$ cat src/include/pms_regs.svh
// constants of the power mode sequencer: bit positions, reset values, times
// assumes the clock rate constant matches the core_clk that drives the block
`ifndef PMS_REGS_SVH
`define PMS_REGS_SVH

// core clock rate in kHz (25 MHz)
`define PMS_CLK_KHZ 25000
// hold-off after the supply monitor trips, in ms
`define PMS_HOLD_MS 26
// whole power-up time until every function is available, in ms
`define PMS_POWERUP_MS 40
// line period of the low power measurement, in ms (1/50 s)
`define PMS_LINE_MS 20
// wake time for a return to normal or a start of mean absolute computation, in ms
`define PMS_WAKE_MS 1

// transition_done position in irq_status_1
`define PMS_DONE_BIT 15
// two_wire_lock position in port_lock_reg
`define PMS_LOCK_BIT 1
// falling edges of select_pin that switch the port to spi
`define PMS_SEL_FALLS 2'h3

// mode pin codes {mode_pin_b, mode_pin_a}
`define PMS_MODE_NORMAL 2'h1
`define PMS_MODE_REDUCED 2'h0
`define PMS_MODE_LOW 2'h2
`define PMS_MODE_SLEEP 2'h3

// reset values
`define PMS_RST_DSP_IDLE 1'h1
`define PMS_RST_IRQ_N 1'h1

`endif

$ cat src/include/pms_pkg.sv
// types of the power mode sequencer
// assumes pms_regs.svh sits in the include path
package pms_pkg;

  // sequencer states, one-hot
  typedef enum logic [8:0] {
    PMS_ST_OFF     = 9'h001,
    PMS_ST_HOLD    = 9'h002,
    PMS_ST_BOOT    = 9'h004,
    PMS_ST_NORMAL  = 9'h008,
    PMS_ST_REDUCED = 9'h010,
    PMS_ST_LOW     = 9'h020,
    PMS_ST_SLEEP   = 9'h040,
    PMS_ST_MAVW    = 9'h080,
    PMS_ST_WAKE    = 9'h100
  } pms_state_t;

  // documented power state as shown at the status port, one-hot, all zero outside the four states
  typedef enum logic [3:0] {
    PMS_PS_NONE    = 4'h0,
    PMS_PS_NORMAL  = 4'h1,
    PMS_PS_REDUCED = 4'h2,
    PMS_PS_LOW     = 4'h4,
    PMS_PS_SLEEP   = 4'h8
  } pms_pstate_t;

endpackage

$ cat src/include/pms_sync_if.sv
// carrier between the sequencer and its pin synchroniser
// assumes both ends run on the same core clock
`timescale 1ns/1ps
interface pms_sync_if #(
  parameter int W = 3
);
  logic [W-1:0] raw;
  logic [W-1:0] sync;

  modport sync_end (input raw, output sync);
  modport user_end (output raw, input sync);
endinterface

$ cat src/core/pms_top.sv
// power mode sequencer: power-up, four power states, done flag, port choice
// assumes supply_ok comes from the supply monitor and all inputs but the mode and select pins share core_clk
//
// What the document requires
// RQ1: host halts the internal processor by writing zero to run register first.
// RQ2: host clears hs_port_enable before leaving the normal power state.
// RQ3: host masks every interrupt source before leaving the normal state.
// RQ4: host clears all pending status flags before leaving the normal state.
// RQ5: normal to reduced starts mean absolute computation at once, readable now.
// RQ6: entering low power drives irq_line_a or irq_line_b low; host waits.
// RQ7: every transition into normal ends with irq_line_b low and transition_done set.
// RQ8: transition_done reads zero during the transition, one when finished.
// RQ9: host returning to normal waits for irq_line_b, then polls transition_done.
// RQ10: reduced from sleep or low pulls irq_line_b low when computation starts.
// RQ11: writing one to transition_done clears it and releases irq_line_b.
// RQ12: stay inactive a further 26 ms after supply first exceeds threshold.
// RQ13: mode_pin_b held low at power-up so the device starts in normal.
// RQ14: power-up until every function available takes about 40 ms.
// RQ15: host holds the reset pin high during the power-up procedure.
// RQ16: normal makes two-wire active; three select_pin falls switch to spi.
// RQ17: two_wire_lock set means select_pin toggles are ignored, no spi ever.
// RQ18: any port_lock_reg write while spi active locks spi permanently; the block takes the write only in normal or reduced.
// RQ19: locked spi is undone only by power removal or the reset pin.
// RQ20: a locked port choice persists across every power state change.
// RQ21: entry into normal after power-up loads defaults; processor starts idle.
// RQ22: supply below monitor threshold means inactive, no measurement at all.
// RQ23: low power period end: irq_line_a if all counters low, else irq_line_b.
// RQ24: sleep keeps two-wire, spi and fast capture ports non-functional.
// RQ25: mode and select pins are synchronised before any decision.
`timescale 1ns/1ps
`include "pms_regs.svh"
module pms_top
  import pms_pkg::*;
#(
  parameter int unsigned HOLD_CYC = `PMS_HOLD_MS * `PMS_CLK_KHZ,
  parameter int unsigned BOOT_CYC = (`PMS_POWERUP_MS - `PMS_HOLD_MS) * `PMS_CLK_KHZ,
  parameter int unsigned WAKE_CYC = `PMS_WAKE_MS * `PMS_CLK_KHZ,
  parameter int unsigned LINE_CYC = `PMS_LINE_MS * `PMS_CLK_KHZ,
  parameter int PHASES = 3
) (
  // clock and reset
  input wire logic core_clk,
  input wire logic rst_n,
  // supply monitor
  input wire logic supply_ok,
  // pins from the host
  input wire logic mode_pin_a,
  input wire logic mode_pin_b,
  input wire logic select_pin,
  // register side strobes
  input wire logic stat1_wr,
  input wire logic [15:0] stat1_wdata,
  input wire logic lock_wr,
  input wire logic [7:0] lock_wdata,
  input wire logic dsp_start,
  // low power detector
  input wire logic [4:0] lp_period_count,
  input wire logic [PHASES-1:0] lp_phase_hit,
  // interrupt pins, active low
  output logic irq_line_a_n,
  output logic irq_line_b_n,
  // status
  output logic transition_done,
  output logic [3:0] power_state,
  output logic active,
  output logic mav_run,
  output logic defaults_load,
  output logic dsp_idle,
  output logic serial_port_en,
  output logic fast_capture_en,
  output logic spi_active,
  output logic two_wire_lock,
  output logic spi_lock
);

  localparam int unsigned SEL_A = 0;
  localparam int unsigned SEL_B = 1;
  localparam int unsigned SEL_S = 2;

  pms_state_t state_q, state_d;
  logic [19:0] timer_q, timer_d;
  logic [18:0] line_q;
  logic [4:0] lines_q;
  logic [5:0] hits_q [PHASES];
  logic [PHASES-1:0] over;
  logic done_q, mav_irq_q, lp_quiet_q, lp_busy_q;
  logic sel_prev_q;
  logic [1:0] falls_q;
  logic spi_q, tw_lock_q, spi_lock_q, dsp_idle_q;
  logic irq_a_n_q, irq_b_n_q, ser_en_q, hs_en_q, act_q, mav_q, dflt_q;
  pms_pstate_t ps_q;

  // synchronised pins
  pms_sync_if #(.W(3)) pin_if ();
  assign pin_if.raw = {select_pin, mode_pin_b, mode_pin_a};
  pms_sync #(.W(3)) u_sync (
    .core_clk(core_clk),
    .rst_n(rst_n),
    .pins(pin_if)
  );

  // mode request decode from synchronised pins [RQ25]
  wire [1:0] mode_s = {pin_if.sync[SEL_B], pin_if.sync[SEL_A]};
  wire sel_s = pin_if.sync[SEL_S];
  wire req_norm = (mode_s == `PMS_MODE_NORMAL);
  wire req_red = (mode_s == `PMS_MODE_REDUCED);
  wire req_low = (mode_s == `PMS_MODE_LOW);
  wire req_sleep = (mode_s == `PMS_MODE_SLEEP);
  wire tmr_zero = (timer_q == 20'h00000);

  // sequencer next state
  always_comb begin
    state_d = state_q;
    timer_d = tmr_zero ? timer_q : timer_q - 20'h00001;
    unique case (state_q)
      PMS_ST_OFF: begin
        if (supply_ok) begin
          state_d = PMS_ST_HOLD; // [RQ12]
          timer_d = 20'(HOLD_CYC - 1);
        end
      end
      PMS_ST_HOLD: begin
        if (tmr_zero) begin
          state_d = PMS_ST_BOOT; // [RQ14]
          timer_d = 20'(BOOT_CYC - 1);
        end
      end
      PMS_ST_BOOT: begin
        if (tmr_zero) state_d = PMS_ST_NORMAL; // [RQ13]
      end
      PMS_ST_NORMAL: begin
        if (req_red) state_d = PMS_ST_REDUCED; // [RQ5]
        else if (req_low) state_d = PMS_ST_LOW;
        else if (req_sleep) state_d = PMS_ST_SLEEP;
      end
      PMS_ST_REDUCED, PMS_ST_LOW, PMS_ST_SLEEP: begin
        if (req_norm) begin
          state_d = PMS_ST_WAKE;
          timer_d = 20'(WAKE_CYC - 1);
        end else if (req_red && state_q != PMS_ST_REDUCED) begin
          state_d = PMS_ST_MAVW; // [RQ10]
          timer_d = 20'(WAKE_CYC - 1);
        end else if (req_low) begin
          state_d = PMS_ST_LOW;
        end else if (req_sleep) begin
          state_d = PMS_ST_SLEEP;
        end
      end
      PMS_ST_MAVW: begin
        if (tmr_zero) state_d = PMS_ST_REDUCED;
      end
      PMS_ST_WAKE: begin
        if (tmr_zero) state_d = PMS_ST_NORMAL;
      end
      default: state_d = PMS_ST_OFF;
    endcase
    if (!supply_ok) state_d = PMS_ST_OFF; // [RQ22]
  end

  // transition events
  wire in_norm = (state_q == PMS_ST_NORMAL);
  wire in_low = (state_q == PMS_ST_LOW);
  wire enter_norm = (state_d == PMS_ST_NORMAL) && !in_norm;
  wire from_boot = (state_q == PMS_ST_BOOT) && enter_norm;
  wire start_xfer = (state_d == PMS_ST_BOOT || state_d == PMS_ST_WAKE) &&
                    (state_d != state_q);
  wire done_clr = stat1_wr && stat1_wdata[`PMS_DONE_BIT];
  wire mav_start = (state_q == PMS_ST_MAVW) && (state_d == PMS_ST_REDUCED);
  wire off_d = (state_d == PMS_ST_OFF);

  // transition_done: set wins over a host clear [RQ7] [RQ8] [RQ11]
  wire done_d = enter_norm ? 1'h1 : ((done_clr || start_xfer || off_d) ? 1'h0 : done_q);
  // computation start flag on irq_line_b, held while in reduced [RQ10]
  wire mav_irq_d = mav_start ? 1'h1 :
                   (state_d == PMS_ST_REDUCED ? mav_irq_q : 1'h0);

  // low power measurement period: lines of 20 ms, lp_period_count + 1 of them
  wire line_end = (line_q == 19'(LINE_CYC - 1));
  wire period_end = in_low && line_end && (lines_q == lp_period_count);
  wire [5:0] limit = {1'h0, lp_period_count} + 6'h01;
  wire any_over = |over;

  // per phase counters of threshold crossings
  for (genvar p = 0; p < PHASES; p++) begin : g_phase
    assign over[p] = (hits_q[p] >= limit);
    always_ff @(posedge core_clk or negedge rst_n) begin
      if (!rst_n) hits_q[p] <= 6'h00;
      else if (!in_low || period_end) hits_q[p] <= 6'h00;
      else if (lp_phase_hit[p] && hits_q[p] != 6'h3F) hits_q[p] <= hits_q[p] + 6'h01;
    end
  end

  // period result flags, renewed at each period end, cleared when the low power state is left [RQ6] [RQ23]
  wire keep_low = (state_d == PMS_ST_LOW);
  wire lp_quiet_d = !keep_low ? 1'h0 : (period_end ? !any_over : lp_quiet_q);
  wire lp_busy_d = !keep_low ? 1'h0 : (period_end ? any_over : lp_busy_q);

  // port selection [RQ16] [RQ17] [RQ18] [RQ19] [RQ20]
  wire sel_fall = sel_prev_q && !sel_s;
  wire can_toggle = in_norm && !tw_lock_q && !spi_q;
  wire to_spi = can_toggle && sel_fall && (falls_q == `PMS_SEL_FALLS - 2'h1);
  wire lock_ok = lock_wr && (in_norm || state_q == PMS_ST_REDUCED);
  wire tw_lock_d = off_d ? 1'h0 :
                   (tw_lock_q || (lock_ok && !spi_q && lock_wdata[`PMS_LOCK_BIT]));
  wire spi_lock_d = off_d ? 1'h0 : (spi_lock_q || (lock_ok && spi_q));
  wire spi_d = off_d ? 1'h0 : (spi_q || to_spi);

  // pin and port enables from the next state [RQ24]
  wire ser_en_d = (state_d == PMS_ST_NORMAL) || (state_d == PMS_ST_REDUCED);
  wire hs_en_d = (state_d == PMS_ST_NORMAL);
  wire act_d = !off_d && (state_d != PMS_ST_HOLD);
  pms_pstate_t ps_d;
  assign ps_d = (state_d == PMS_ST_NORMAL) ? PMS_PS_NORMAL :
                (state_d == PMS_ST_REDUCED) ? PMS_PS_REDUCED :
                (state_d == PMS_ST_LOW) ? PMS_PS_LOW :
                (state_d == PMS_ST_SLEEP) ? PMS_PS_SLEEP : PMS_PS_NONE;

  // sequencer and timers
  always_ff @(posedge core_clk or negedge rst_n) begin
    if (!rst_n) begin
      state_q <= PMS_ST_OFF;
      timer_q <= 20'h00000;
      line_q <= 19'h00000;
      lines_q <= 5'h00;
    end else begin
      state_q <= state_d;
      timer_q <= timer_d;
      line_q <= (!in_low || line_end) ? 19'h00000 : line_q + 19'h00001;
      lines_q <= (!in_low || period_end) ? 5'h00 : (line_end ? lines_q + 5'h01 : lines_q);
    end
  end

  // flags and port choice
  always_ff @(posedge core_clk or negedge rst_n) begin
    if (!rst_n) begin
      done_q <= 1'h0;
      mav_irq_q <= 1'h0;
      lp_quiet_q <= 1'h0;
      lp_busy_q <= 1'h0;
      sel_prev_q <= 1'h1;
      falls_q <= 2'h0;
      spi_q <= 1'h0;
      tw_lock_q <= 1'h0;
      spi_lock_q <= 1'h0;
    end else begin
      done_q <= done_d;
      mav_irq_q <= mav_irq_d;
      lp_quiet_q <= lp_quiet_d;
      lp_busy_q <= lp_busy_d;
      sel_prev_q <= sel_s;
      falls_q <= (off_d || spi_d) ? 2'h0 : (can_toggle && sel_fall ? falls_q + 2'h1 : falls_q);
      spi_q <= spi_d;
      tw_lock_q <= tw_lock_d;
      spi_lock_q <= spi_lock_d;
    end
  end

  // registered outputs; processor idle from the first entry into normal [RQ21]
  always_ff @(posedge core_clk or negedge rst_n) begin
    if (!rst_n) begin
      irq_a_n_q <= `PMS_RST_IRQ_N;
      irq_b_n_q <= `PMS_RST_IRQ_N;
      ser_en_q <= 1'h0;
      hs_en_q <= 1'h0;
      act_q <= 1'h0;
      mav_q <= 1'h0;
      dflt_q <= 1'h0;
      dsp_idle_q <= `PMS_RST_DSP_IDLE;
      ps_q <= PMS_PS_NONE;
    end else begin
      irq_a_n_q <= !lp_quiet_d;
      irq_b_n_q <= !(done_d || mav_irq_d || lp_busy_d);
      ser_en_q <= ser_en_d;
      hs_en_q <= hs_en_d;
      act_q <= act_d;
      mav_q <= (state_d == PMS_ST_REDUCED);
      dflt_q <= from_boot;
      dsp_idle_q <= (from_boot || off_d) ? 1'h1 : ((in_norm && dsp_start) ? 1'h0 : dsp_idle_q);
      ps_q <= ps_d;
    end
  end

  assign irq_line_a_n = irq_a_n_q;
  assign irq_line_b_n = irq_b_n_q;
  assign transition_done = done_q;
  assign power_state = ps_q;
  assign active = act_q;
  assign mav_run = mav_q;
  assign defaults_load = dflt_q;
  assign dsp_idle = dsp_idle_q;
  assign serial_port_en = ser_en_q;
  assign fast_capture_en = hs_en_q;
  assign spi_active = spi_q;
  assign two_wire_lock = tw_lock_q;
  assign spi_lock = spi_lock_q;

  // checks
  property p_done_irq;
    @(posedge core_clk) disable iff (!rst_n) $rose(done_q) |-> !irq_b_n_q && ps_q == PMS_PS_NORMAL;
  endproperty
  a_done_irq: assert property (p_done_irq) else $error("done set without irq or normal"); // [RQ7]
  property p_done_zero;
    @(posedge core_clk) disable iff (!rst_n)
      (state_q == PMS_ST_WAKE || state_q == PMS_ST_BOOT || state_q == PMS_ST_HOLD) |-> !done_q;
  endproperty
  a_done_zero: assert property (p_done_zero) else $error("done high in transition"); // [RQ8]
  property p_done_clr;
    @(posedge core_clk) disable iff (!rst_n)
      done_q && done_clr && !enter_norm |=> !done_q;
  endproperty
  a_done_clr: assert property (p_done_clr) else $error("done not cleared"); // [RQ11]
  property p_hold;
    @(posedge core_clk) disable iff (!rst_n)
      $rose(state_q == PMS_ST_HOLD) |-> !act_q throughout (##1 !act_q [*8]);
  endproperty
  a_hold: assert property (p_hold) else $error("active during hold-off"); // [RQ12]
  property p_supply;
    @(posedge core_clk) disable iff (!rst_n) !supply_ok |=> state_q == PMS_ST_OFF ##1 !act_q;
  endproperty
  a_supply: assert property (p_supply) else $error("not inactive after supply loss"); // [RQ22]
  property p_tw_lock;
    @(posedge core_clk) disable iff (!rst_n) tw_lock_q && !spi_q |=> !spi_q;
  endproperty
  a_tw_lock: assert property (p_tw_lock) else $error("spi taken despite lock"); // [RQ17]
  property p_spi_lock;
    @(posedge core_clk) disable iff (!rst_n) spi_lock_q && supply_ok |=> spi_q && spi_lock_q;
  endproperty
  a_spi_lock: assert property (p_spi_lock) else $error("spi lock lost"); // [RQ18]
  property p_sleep;
    @(posedge core_clk) disable iff (!rst_n)
      ps_q == PMS_PS_SLEEP |-> !ser_en_q && !hs_en_q;
  endproperty
  a_sleep: assert property (p_sleep) else $error("ports alive in sleep"); // [RQ24]
  property p_mav_now;
    @(posedge core_clk) disable iff (!rst_n)
      in_norm && state_d == PMS_ST_REDUCED |=> mav_q && irq_b_n_q == $past(irq_b_n_q);
  endproperty
  a_mav_now: assert property (p_mav_now) else $error("mean computation delayed"); // [RQ5]
  property p_lp_result;
    @(posedge core_clk) disable iff (!rst_n)
      period_end && keep_low |=> (irq_a_n_q != irq_b_n_q) || !done_q && !irq_b_n_q;
  endproperty
  a_lp_result: assert property (p_lp_result) else $error("no low power result"); // [RQ23]
  c_spi: cover property (@(posedge core_clk) disable iff (!rst_n) $rose(spi_q));
  c_lp: cover property (@(posedge core_clk) disable iff (!rst_n) period_end);
  c_mav: cover property (@(posedge core_clk) disable iff (!rst_n) mav_start);
  c_wake: cover property (@(posedge core_clk) disable iff (!rst_n) enter_norm && !from_boot);

endmodule

$ cat src/core/pms_sync.sv
// two flip-flop synchroniser for the mode and select pins
// assumes asynchronous pin levels and a free running core clock
`timescale 1ns/1ps
module pms_sync
  import pms_pkg::*;
#(
  parameter int W = 3
) (
  // clock and reset
  input wire logic core_clk,
  input wire logic rst_n,
  // pins in, synchronised levels out
  pms_sync_if.sync_end pins
);

  logic [W-1:0] meta_q;
  logic [W-1:0] sync_q;

  // per bit: first stage feeds only the second stage [RQ25]
  for (genvar i = 0; i < W; i++) begin : g_bit
    always_ff @(posedge core_clk or negedge rst_n) begin
      if (!rst_n) begin
        meta_q[i] <= 1'h1;
        sync_q[i] <= 1'h1;
      end else begin
        meta_q[i] <= pins.raw[i];
        sync_q[i] <= meta_q[i];
      end
    end
  end

  assign pins.sync = sync_q;

endmodule

$ cat config.mk
export PLATFORM = sky130hd
export DESIGN_NAME = pms_top
export DESIGN_NICKNAME = d
export VERILOG_FILES = /design/src/include/pms_pkg.sv /design/src/include/pms_sync_if.sv /design/src/core/pms_top.sv /design/src/core/pms_sync.sv
export VERILOG_INCLUDE_DIRS = /design/src /design/src/include
export SDC_FILE = /design/constraint.sdc
export NUM_CORES = 1
export LEC_CHECK = 0
export BUFFER_PORTS_ARGS = -buffer_cell sky130_fd_sc_hd__buf_2
export CAP_MARGIN = 10
export CORE_ASPECT_RATIO = 0.9
export CORE_UTILIZATION = 45
export CTS_CLUSTER_DIAMETER = 50
export CTS_CLUSTER_SIZE = 16
export DETAILED_ROUTE_END_ITERATION = 10
export GPL_ROUTABILITY_DRIVEN = 1
export SYNTH_ARGS = -nofsm -noshare
export SYNTH_HDL_FRONTEND = slang
export SYNTH_SLANG_ARGS = --single-unit
$ cat constraint.sdc
create_clock -name core_clk -period 5.2 [get_ports core_clk]
set_clock_uncertainty 0.1 [all_clocks]
set_input_delay 0.78 -clock core_clk [delete_from_list [all_inputs] [get_ports core_clk]]
set_output_delay 0.78 -clock core_clk [all_outputs]
set_load 0.005 [all_outputs]
==> results of run 1 <==
report_power, final:
part	internal [mW]	total, mW	leakage [nW]	switching [mW]
combinational	0.0823	0.222	1.06	0.139
sequential	0.796	0.828	1.27	0.0319
clock	0.435	0.704	0.154	0.269
total	1.31	1.75	2.49	0.441
placed cells by master, fill, tap and decap left out, drive strengths merged, types with 8 or more instances in the layout:
cell / n
nor2: 83
clkbuf: 13
a21oi: 19
mux2i: 11
xor2: 33
buf: 37
nand4: 12
nor3: 26
ha: 27
xnor2: 24
inv: 20
dfstp: 11
or3: 8
nand3: 27
nand2: 46
o21ai: 20
dfrtp: 87
logic make-up after synthesis:
group | after synthesis
AND/OR/NAND/NOR | 240
buffers and inverters | 39
adder cells (fa/ha/maj) | 27
flip-flops | 98
AO/OA/AOI/OAI | 77
multiplexers | 11
XOR/XNOR | 57
layout make-up:
cell class / instances / area (um2)
multi-input combinational: 412 / 2660
clock buffer: 13 / 250
fill: 1075 / 5530
timing repair buffer: 37 / 195
tap: 156 / 195
clock inverter: 3 / 65.1
inverter: 20 / 75.1
sequential: 98 / 2470
path summary, 6_finish.rpt:
check,slack (ns),start,depth (start not counted),end
worst min register to register,0.25,u_sync.meta_q[0]$_DFF_PN1_,0,u_sync.pins.sync[0]$_DFF_PN1_
worst min-delay path,0.25,u_sync.meta_q[0]$_DFF_PN1_,0,u_sync.pins.sync[0]$_DFF_PN1_
worst max register to register,1.80,timer_q[7]$_DFF_PN0_,8,transition_done$_DFF_PN0_
max in group asynchronous,3.61,rst_n,2,u_sync.pins.sync[2]$_DFF_PN1_
min in group asynchronous,0.44,rst_n,1,timer_q[1]$_DFF_PN0_
worst max-delay path,1.80,timer_q[7]$_DFF_PN0_,8,transition_done$_DFF_PN0_
registers in the layout, summed over array words and instances, names as in the netlist, 3 cells and up:
register	count
u_sync.meta_q	3
hits_q	18
state_q	9
timer_q	20
line_q	19
lines_q	5
u_sync.pins.sync	3
power_state	4
critical path, cell delays in order, from the launching register on:
cell and delay, ns:
dfrtp_1 0.40, or4_4 0.57, or3_1 0.51, nor4_4 0.69
inv_2 0.21, o2bb2ai_4 0.24, xor2_1 0.09, nor4_1 0.35
or2_1 0.17
layer usage:
layer / GRT usage / part of all wire
met2: 0.291 / 0.45
met4: 0.0522 / 0.0076
met3: 0.0360 / 0.038
met1: 0.294 / 0.51
met5: 0 / 0
==> flow_metrics.env, run 1 <==
export IMPL_ant_nets=0
export IMPL_tns_ns=0
export IMPL_drive_above_1_share=0.125
export IMPL_finalNonFillerCells=739
export IMPL_floorplan_die_width_um=116
export IMPL_place_detailed_hpwl_mm=7.69
export IMPL_synth_top_cell_area_share=0.411
export IMPL_number_of_synthesized_flops_with_an_enable_pin=0
export IMPL_post_synth_inst_count=549
export IMPL_antenna_found_initial=0
export IMPL_max_clock_freq_ghz=0.294
export IMPL_post_route_min_period_ns=3.40
export IMPL_core_footprint_mm2=0.0114
export IMPL_die_height_um=105
export IMPL_synth_most_common_cell="dfrtp_1"
export IMPL_critical_path_class="reg2reg"
export IMPL_post_synth_num_cell_types=60
export IMPL_floorplan_initialDensity=0.463
export IMPL_routed_via_count=3942
export IMPL_ys_seq_elements=98
export IMPL_totalWireLength_mm=10.7
export IMPL_number_of_violations_of_the_max_capacitance_limit=0
export IMPL_cts_sinks=98
export IMPL_synth_fp_nets=617
export IMPL_buffer_ports_inserted=34
export IMPL_pins_over_slew_limit=0
export IMPL_post_synthesis_cell_type_with_the_largest_combined_area="dfrtp_1"
export IMPL_yosys_top_cells_count="dfrtp_1, nor2_1, nand2_1"
export IMPL_tritoncts_num_buffers=9
export IMPL_synth_adder_area_share=0.0638
export IMPL_flow_area_growth_from_synthesis_pct=11.5
export IMPL_nNetsFinal=646
export IMPL_portion_of_the_clock_cycle_consumed_by_the_worst_path_in_the_final_layout=0.655
export IMPL_grt_pass1_wl_mm=18.8
export IMPL_endpoint_kind="register"
export IMPL_number_of_hold_violations_in_the_final_report=0
export IMPL_clk_transition_reported_paths_ns=0.07
export IMPL_synth_top_family_by_area="simple AND/OR/NAND/NOR gates"
export IMPL_ir_drop_v=0.000183
export IMPL_synth_main_ff_cell="dfrtp_1"
export IMPL_cts_hold_fix_buffers=0
export IMPL_setup_violations=0
export IMPL_cts_setup_buffers=0
export IMPL_status="completed"
export IMPL_final_design_area_excluding_fillers_mm2=0.00591
export IMPL_synth_compound_area_share=0.100
export IMPL_worst_skew_pair_late_latency_ns=0.34
export IMPL_drc=0
export IMPL_hold_slack_ns=0.254
export IMPL_overflow=0
export IMPL_rsz0062_at_grt="no"
export IMPL_wl_per_cell_um=14.5
export IMPL_worst_slew_pin_slew_ns=0.891
export IMPL_synthSimpleGateAreaFrac=0.223
export IMPL_muxShareOfSynthArea=0.0208
export IMPL_final_util=0.516
export IMPL_cp_data_arrival_time_ns=3.58
export IMPL_setup_slack_ns=1.80
export IMPL_pin_count_of_the_biggest_net_entering_global_routing=67
export IMPL_cts_tree="done"
export IMPL_htreeDepth=3
export IMPL_die_area_mm2=0.0122
export IMPL_global_route_usage_total=0.197
export IMPL_p_leak_nw=2.49
export IMPL_slew_limit_headroom=0.405
export IMPL_worst_path_max_fanout=12
export IMPL_cts_root_buf="clkbuf_16"
export IMPL_avgSynthCellArea_um2=9.64
export IMPL_floorplan_io_pins=57
export IMPL_postSynth_asyncResetShare=1.00
export IMPL_synth_xor_area_share=0.0943
export IMPL_syn_warnings=0
export IMPL_placed_cells=723
export IMPL_post_drt_via_cell_ratio=5.33
export IMPL_post_dp_cell_area_mm2=0.00559
export IMPL_syn_area_mm2=0.00530
export IMPL_design_power_total_mw=1.75
export IMPL_synth_top_cells_by_area="dfrtp_1, ha_1, nor2_1, dfstp_2, xor2_1"
export IMPL_first_global_vias=3839
export IMPL_synth_seq_area_share=0.466
export IMPL_drt_first_iter_violations=300
export IMPL_postCtsResizedCells=0
export IMPL_insertedDiodeCount=0
export IMPL_clockBufferDepth=2
export IMPL_worstHoldPathType="reg2reg"
export IMPL_iteration_count_of_the_initial_detailed_routing_pass=4
export IMPL_place_ws_ns=1.80
export IMPL_power_density_mw_per_mm2=297
export IMPL_required_ns=5.37
export IMPL_cp_start_kind="register"
export IMPL_row_count=37
export IMPL_routabilityCongestion=0.891
(Power assumes the default switching activity.)
==> inputs of run 2 (changes only) <==
clock period = 3.4 ns   (was 5.2 ns; I/O delays follow)
==> flow_metrics.env, run 2 (synthesis gave the netlist of run 1 again) <==
export IMPL_postCtsResizedCells=0
export IMPL_floorplan_die_width_um=116
export IMPL_drc=0
export IMPL_largest_register_ff_count=20
export IMPL_hold_slack_ns=0.0903
export IMPL_post_dp_cell_area_mm2=0.00564
export IMPL_worstReg2RegStart="timer_q[7]$_DFF_PN0_"
export IMPL_final_cell_mix="dfrtp_1, nor2_1, nand2_1"
export IMPL_largest_register="timer_q"
export IMPL_worst_skew_pair_late_latency_ns=0.35
export IMPL_tritoncts_num_buffers=9
export IMPL_status="completed"
export IMPL_required_ns=3.59
export IMPL_clockBufferDepth=2
export IMPL_worst_slew_pin_slew_ns=0.691
export IMPL_insertedDiodeCount=0
export IMPL_nNetsFinal=653
export IMPL_floorplan_io_pins=57
export IMPL_drt_first_iter_violations=260
export IMPL_power_density_mw_per_mm2=458
export IMPL_worstReg2RegEnd="transition_done$_DFF_PN0_"
export IMPL_wl_per_cell_um=14.6
export IMPL_worst_path_max_fanout=6
export IMPL_met3_wirelength_um=483
export IMPL_cp_data_arrival_time_ns=3.21
export IMPL_die_height_um=105
export IMPL_critical_path_class="reg2reg"
export IMPL_antenna_found_initial=0
export IMPL_die_area_mm2=0.0122
export IMPL_post_drt_via_cell_ratio=5.30
export IMPL_ant_nets=0
export IMPL_totalWireLength_mm=10.9
export IMPL_cts_tree="done"
export IMPL_first_global_vias=3682
export IMPL_place_detailed_hpwl_mm=7.71
export IMPL_buffer_ports_inserted=34
export IMPL_mostFrequentLayoutCell="dfrtp_1"
export IMPL_worstHoldPathType="in2async"
export IMPL_number_of_violations_of_the_max_capacitance_limit=0
export IMPL_core_footprint_mm2=0.0114
export IMPL_p_leak_nw=2.53
export IMPL_cts_sinks=98
export IMPL_global_route_usage_total=0.196
export IMPL_drive_above_1_share=0.139
export IMPL_iteration_count_of_the_initial_detailed_routing_pass=6
export IMPL_post_route_min_period_ns=3.02
export IMPL_cts_root_buf="clkbuf_16"
export IMPL_r2r_cells=8
export IMPL_final_util=0.522
export IMPL_slew_limit_headroom=0.534
export IMPL_wl_met1_mm=5.68
export IMPL_cp_start_kind="register"
export IMPL_pins_over_slew_limit=0
export IMPL_setup_violations=0
export IMPL_htreeDepth=3
export IMPL_leading_registers_by_flop_count="timer_q x20, line_q x19, hits_q x18"
export IMPL_row_count=37
export IMPL_layout_filler_cells=1070
export IMPL_dr_top_layer="met4"
export IMPL_final_design_area_excluding_fillers_mm2=0.00597
export IMPL_portion_of_the_clock_cycle_consumed_by_the_worst_path_in_the_final_layout=0.888
export IMPL_endpoint_kind="register"
export IMPL_cts_hold_fix_buffers=0
export IMPL_ir_drop_v=0.000309
export IMPL_worst_r2r_setup_slack_ns=0.38
export IMPL_clk_transition_reported_paths_ns=0.07
export IMPL_rsz0062_at_grt="no"
export IMPL_pin_count_of_the_biggest_net_entering_global_routing=55
export IMPL_tns_ns=0
export IMPL_flow_area_growth_from_synthesis_pct=12.8
export IMPL_number_of_hold_violations_in_the_final_report=0
export IMPL_routabilityCongestion=0.863
export IMPL_max_clock_freq_ghz=0.331
export IMPL_grt_pass1_wl_mm=18.4
export IMPL_routed_via_count=3955
export IMPL_routed_length_on_met2_mm=4.58
export IMPL_overflow=0
export IMPL_floorplan_initialDensity=0.463
export IMPL_cts_setup_buffers=0
-- run 2: cell types whose count changed in the layout (fill, tap and decap cells not counted) --
| cell | delta |
|---|---|
| buf_4 | +7 |
| clkbuf_1 | -2 |
| clkbuf_8 | +1 |
| clkinv_4 | +1 |
-- run 2: worst max-delay path, stage by stage (launching register included) --
cell	delay, ns
dfrtp_1	0.41
or4_4	0.58
or3_1	0.50
nor4_4	0.40
inv_2	0.16
o2bb2ai_4	0.21
xor2_1	0.09
nor4_1	0.32
or2_1	0.18
-- run 2: layout make-up --
cell class,instances,area [um2],area share
inverters,20,75.1,0.0126
multi-input cells,412,2660,0.445
repair buffers,44,248,0.0415
well taps,156,195,0.0327
flip-flops and latches,98,2470,0.413
clock inverters,4,73.8,0.0124
clock buffers,12,256,0.0429
-- run 2: power by group --
part | switching, mW | internal [mW] | total, mW
logic | 0.214 | 0.135 | 0.349
registers | 0.0494 | 1.22 | 1.27
clock network | 0.433 | 0.685 | 1.12
total | 0.697 | 2.04 | 2.73
-- run 2: stage by stage --
step                power, mW  setup slack, ns  instances
floorplan                1.50            0.738        549
global placement         1.63            0.439        730
detailed placement       1.64            0.418        730
CTS                      2.77            0.385        746
global route             2.86            0.203        746
finish                   2.73            0.379        746
-- run 2: how the worst max path moves through the flow --
stage	start	endpoint	slack (ns)	cells past startpoint
floorplan	timer_q[7]$_DFF_PN0_	transition_done$_DFF_PN0_	0.74	9
global placement	timer_q[7]$_DFF_PN0_	transition_done$_DFF_PN0_	0.44	8
detailed placement	timer_q[7]$_DFF_PN0_	transition_done$_DFF_PN0_	0.42	8
CTS	timer_q[7]$_DFF_PN0_	transition_done$_DFF_PN0_	0.38	8
global route	line_q[7]$_DFF_PN0_	irq_line_b_n$_DFF_PN1_	0.20	7
finish	timer_q[7]$_DFF_PN0_	transition_done$_DFF_PN0_	0.38	8
-- run 2: per-layer routing --
layer | up-vias | GRT usage
met3 | 12 | 0.0563
li1 | 1984 | -
met1 | 1895 | 0.296
met2 | 64 | 0.270
met4 | 0 | 0.0568
met5 | - | 0
==> inputs of run 3 (changes only) <==
RECOVER_POWER = 100   (was not set)
==> flow_metrics.env, run 3 (synthesis gave the netlist of run 1 again) <==
export IMPL_grt_pass1_wl_mm=18.4
export IMPL_pin_count_of_the_biggest_net_entering_global_routing=55
export IMPL_required_ns=3.58
export IMPL_overflow=0
export IMPL_largest_register_ff_count=20
export IMPL_nNetsFinal=653
export IMPL_portion_of_the_clock_cycle_consumed_by_the_worst_path_in_the_final_layout=0.907
export IMPL_leading_registers_by_flop_count="timer_q x20, line_q x19, hits_q x18"
export IMPL_number_of_violations_of_the_max_capacitance_limit=0
export IMPL_critical_path_class="reg2reg"
export IMPL_row_count=37
export IMPL_cts_root_buf="clkbuf_16"
export IMPL_cp_data_arrival_time_ns=3.26
export IMPL_worst_path_max_fanout=6
export IMPL_worstReg2RegStart="timer_q[7]$_DFF_PN0_"
export IMPL_floorplan_die_width_um=116
export IMPL_layout_filler_cells=1084
export IMPL_iteration_count_of_the_initial_detailed_routing_pass=4
export IMPL_insertedDiodeCount=0
export IMPL_max_clock_freq_ghz=0.324
export IMPL_post_drt_via_cell_ratio=5.31
export IMPL_ir_drop_v=0.000310
export IMPL_path_cells="or4_1 -> or3_1 -> nor4_4 -> inv_2 -> o2bb2ai_4 -> xor2_1 -> nor4_1 -> or2_0"
export IMPL_drive_above_1_share=0.114
export IMPL_tritoncts_num_buffers=9
export IMPL_setup_slack_ns=0.315
export IMPL_antenna_found_initial=0
export IMPL_die_height_um=105
export IMPL_setup_worst_path_start="timer_q[7]$_DFF_PN0_"
export IMPL_cts_setup_buffers=0
export IMPL_worst_skew_pair_late_latency_ns=0.35
export IMPL_cts_sinks=98
export IMPL_postCtsResizedCells=0
export IMPL_flow_area_growth_from_synthesis_pct=12.0
export IMPL_worstHoldPathType="in2reg"
export IMPL_critical_path_endpoint="transition_done$_DFF_PN0_"
export IMPL_number_of_hold_violations_in_the_final_report=0
export IMPL_core_footprint_mm2=0.0114
export IMPL_worst_r2r_setup_slack_ns=0.32
export IMPL_routed_via_count=3963
export IMPL_die_area_mm2=0.0122
export IMPL_place_detailed_hpwl_mm=7.71
export IMPL_floorplan_io_pins=57
export IMPL_endpoint_kind="register"
export IMPL_global_route_usage_total=0.196
export IMPL_rsz0062_at_grt="no"
export IMPL_cts_hold_fix_buffers=0
export IMPL_clk_transition_reported_paths_ns=0.07
export IMPL_cp_start_kind="register"
export IMPL_drc=0
export IMPL_slew_limit_headroom=0.0938
export IMPL_htreeDepth=3
export IMPL_drt_first_iter_violations=256
export IMPL_totalWireLength_mm=10.9
export IMPL_layout_area_seq_mm2=0.00247
export IMPL_floorplan_initialDensity=0.463
export IMPL_largest_register="timer_q"
export IMPL_p_leak_nw=2.49
export IMPL_post_route_min_period_ns=3.08
export IMPL_setup_violations=0
export IMPL_status="completed"
export IMPL_r2r_cells=8
export IMPL_timing_critical_path_slowest_stage_cell="or4_1"
export IMPL_first_global_vias=3682
export IMPL_finalNonFillerCells=746
export IMPL_power_density_mw_per_mm2=459
export IMPL_clockBufferDepth=2
export IMPL_final_cell_mix="dfrtp_1, nor2_1, nand2_1"
export IMPL_mostFrequentLayoutCell="dfrtp_1"
export IMPL_cts_tree="done"
export IMPL_placed_cells=730
export IMPL_longest_individual_stage_delay_on_the_worst_path_ns=0.62
export IMPL_place_ws_ns=0.418
export IMPL_worstReg2RegEnd="transition_done$_DFF_PN0_"
export IMPL_ant_nets=0
export IMPL_final_util=0.519
export IMPL_wl_per_cell_um=14.6
export IMPL_routabilityCongestion=0.863
export IMPL_buffer_ports_inserted=34
export IMPL_tns_ns=0
export IMPL_multi_input_comb_area_mm2=0.00265
export IMPL_pins_over_slew_limit=0
export IMPL_worst_slew_pin_slew_ns=1.36
[run 3: cell types whose count changed in the layout (fill, tap and decap cells not counted), sizes merged]
cell / before / now
buf: 44 / 31
clkbuf: 12 / 25
[run 3: layer usage]
metal | vias to the layer above | global-route usage | part of all wire
met4 | 0 | 0.0568 | 0.012
li1 | 1982 | - | -
met5 | - | 0 | 0
met3 | 12 | 0.0563 | 0.050
met1 | 1901 | 0.296 | 0.52
met2 | 68 | 0.270 | 0.42
[run 3: how the worst min path moves through the flow]
stage | startpoint | to | slack [ns] | cells past startpoint
CTS | rst_n | timer_q[9]$_DFF_PN0_ | 0.12 | 1
global placement | u_sync.meta_q[0]$_DFF_PN1_ | u_sync.pins.sync[0]$_DFF_PN1_ | 0.25 | 0
global route | mode_pin_a | u_sync.meta_q[0]$_DFF_PN1_ | 0.13 | 1
floorplan | rst_n | active$_DFF_PN0_ | 0.11 | 0
detailed placement | u_sync.meta_q[1]$_DFF_PN1_ | u_sync.pins.sync[1]$_DFF_PN1_ | 0.25 | 0
finish | mode_pin_b | u_sync.meta_q[1]$_DFF_PN1_ | 0.15 | 1
[run 3: where the power goes]
part           total, mW  internal (mW)  switching [mW]  leakage [nW]
registers           1.27           1.22          0.0485          1.27
clock network       1.12          0.685           0.431         0.163
logic              0.341          0.128           0.213          1.05
[run 3: stage by stage]
step / power (mW) / hold slack, ns / area, um2
6_report: 2.72 / 0.154 / 5930
2_1_floorplan: 1.50 / 0.114 / 5300
4_1_cts: 2.77 / 0.122 / 5970
3_5_place_dp: 1.64 / 0.248 / 5640
3_3_place_gp: 1.63 / 0.247 / 5640
5_1_grt: 2.85 / 0.135 / 5930
[run 3: critical path: cells and delay by family, from the launching register on]
family	cells	cell delay (ns)
xor+xnor	1	0.09
compound gates	1	0.21
flops	1	0.41
buf+inv	1	0.16
simple gates	5	2.05
[run 3: cell type report]
class                      count  share of cell area
clock buffer                  12              0.0433
timing repair buffer          44              0.0365
tap                          156              0.0329
multi-input combinational    412               0.446
sequential                    98               0.416
inverter                      20              0.0127
clock inverter                 4              0.0124
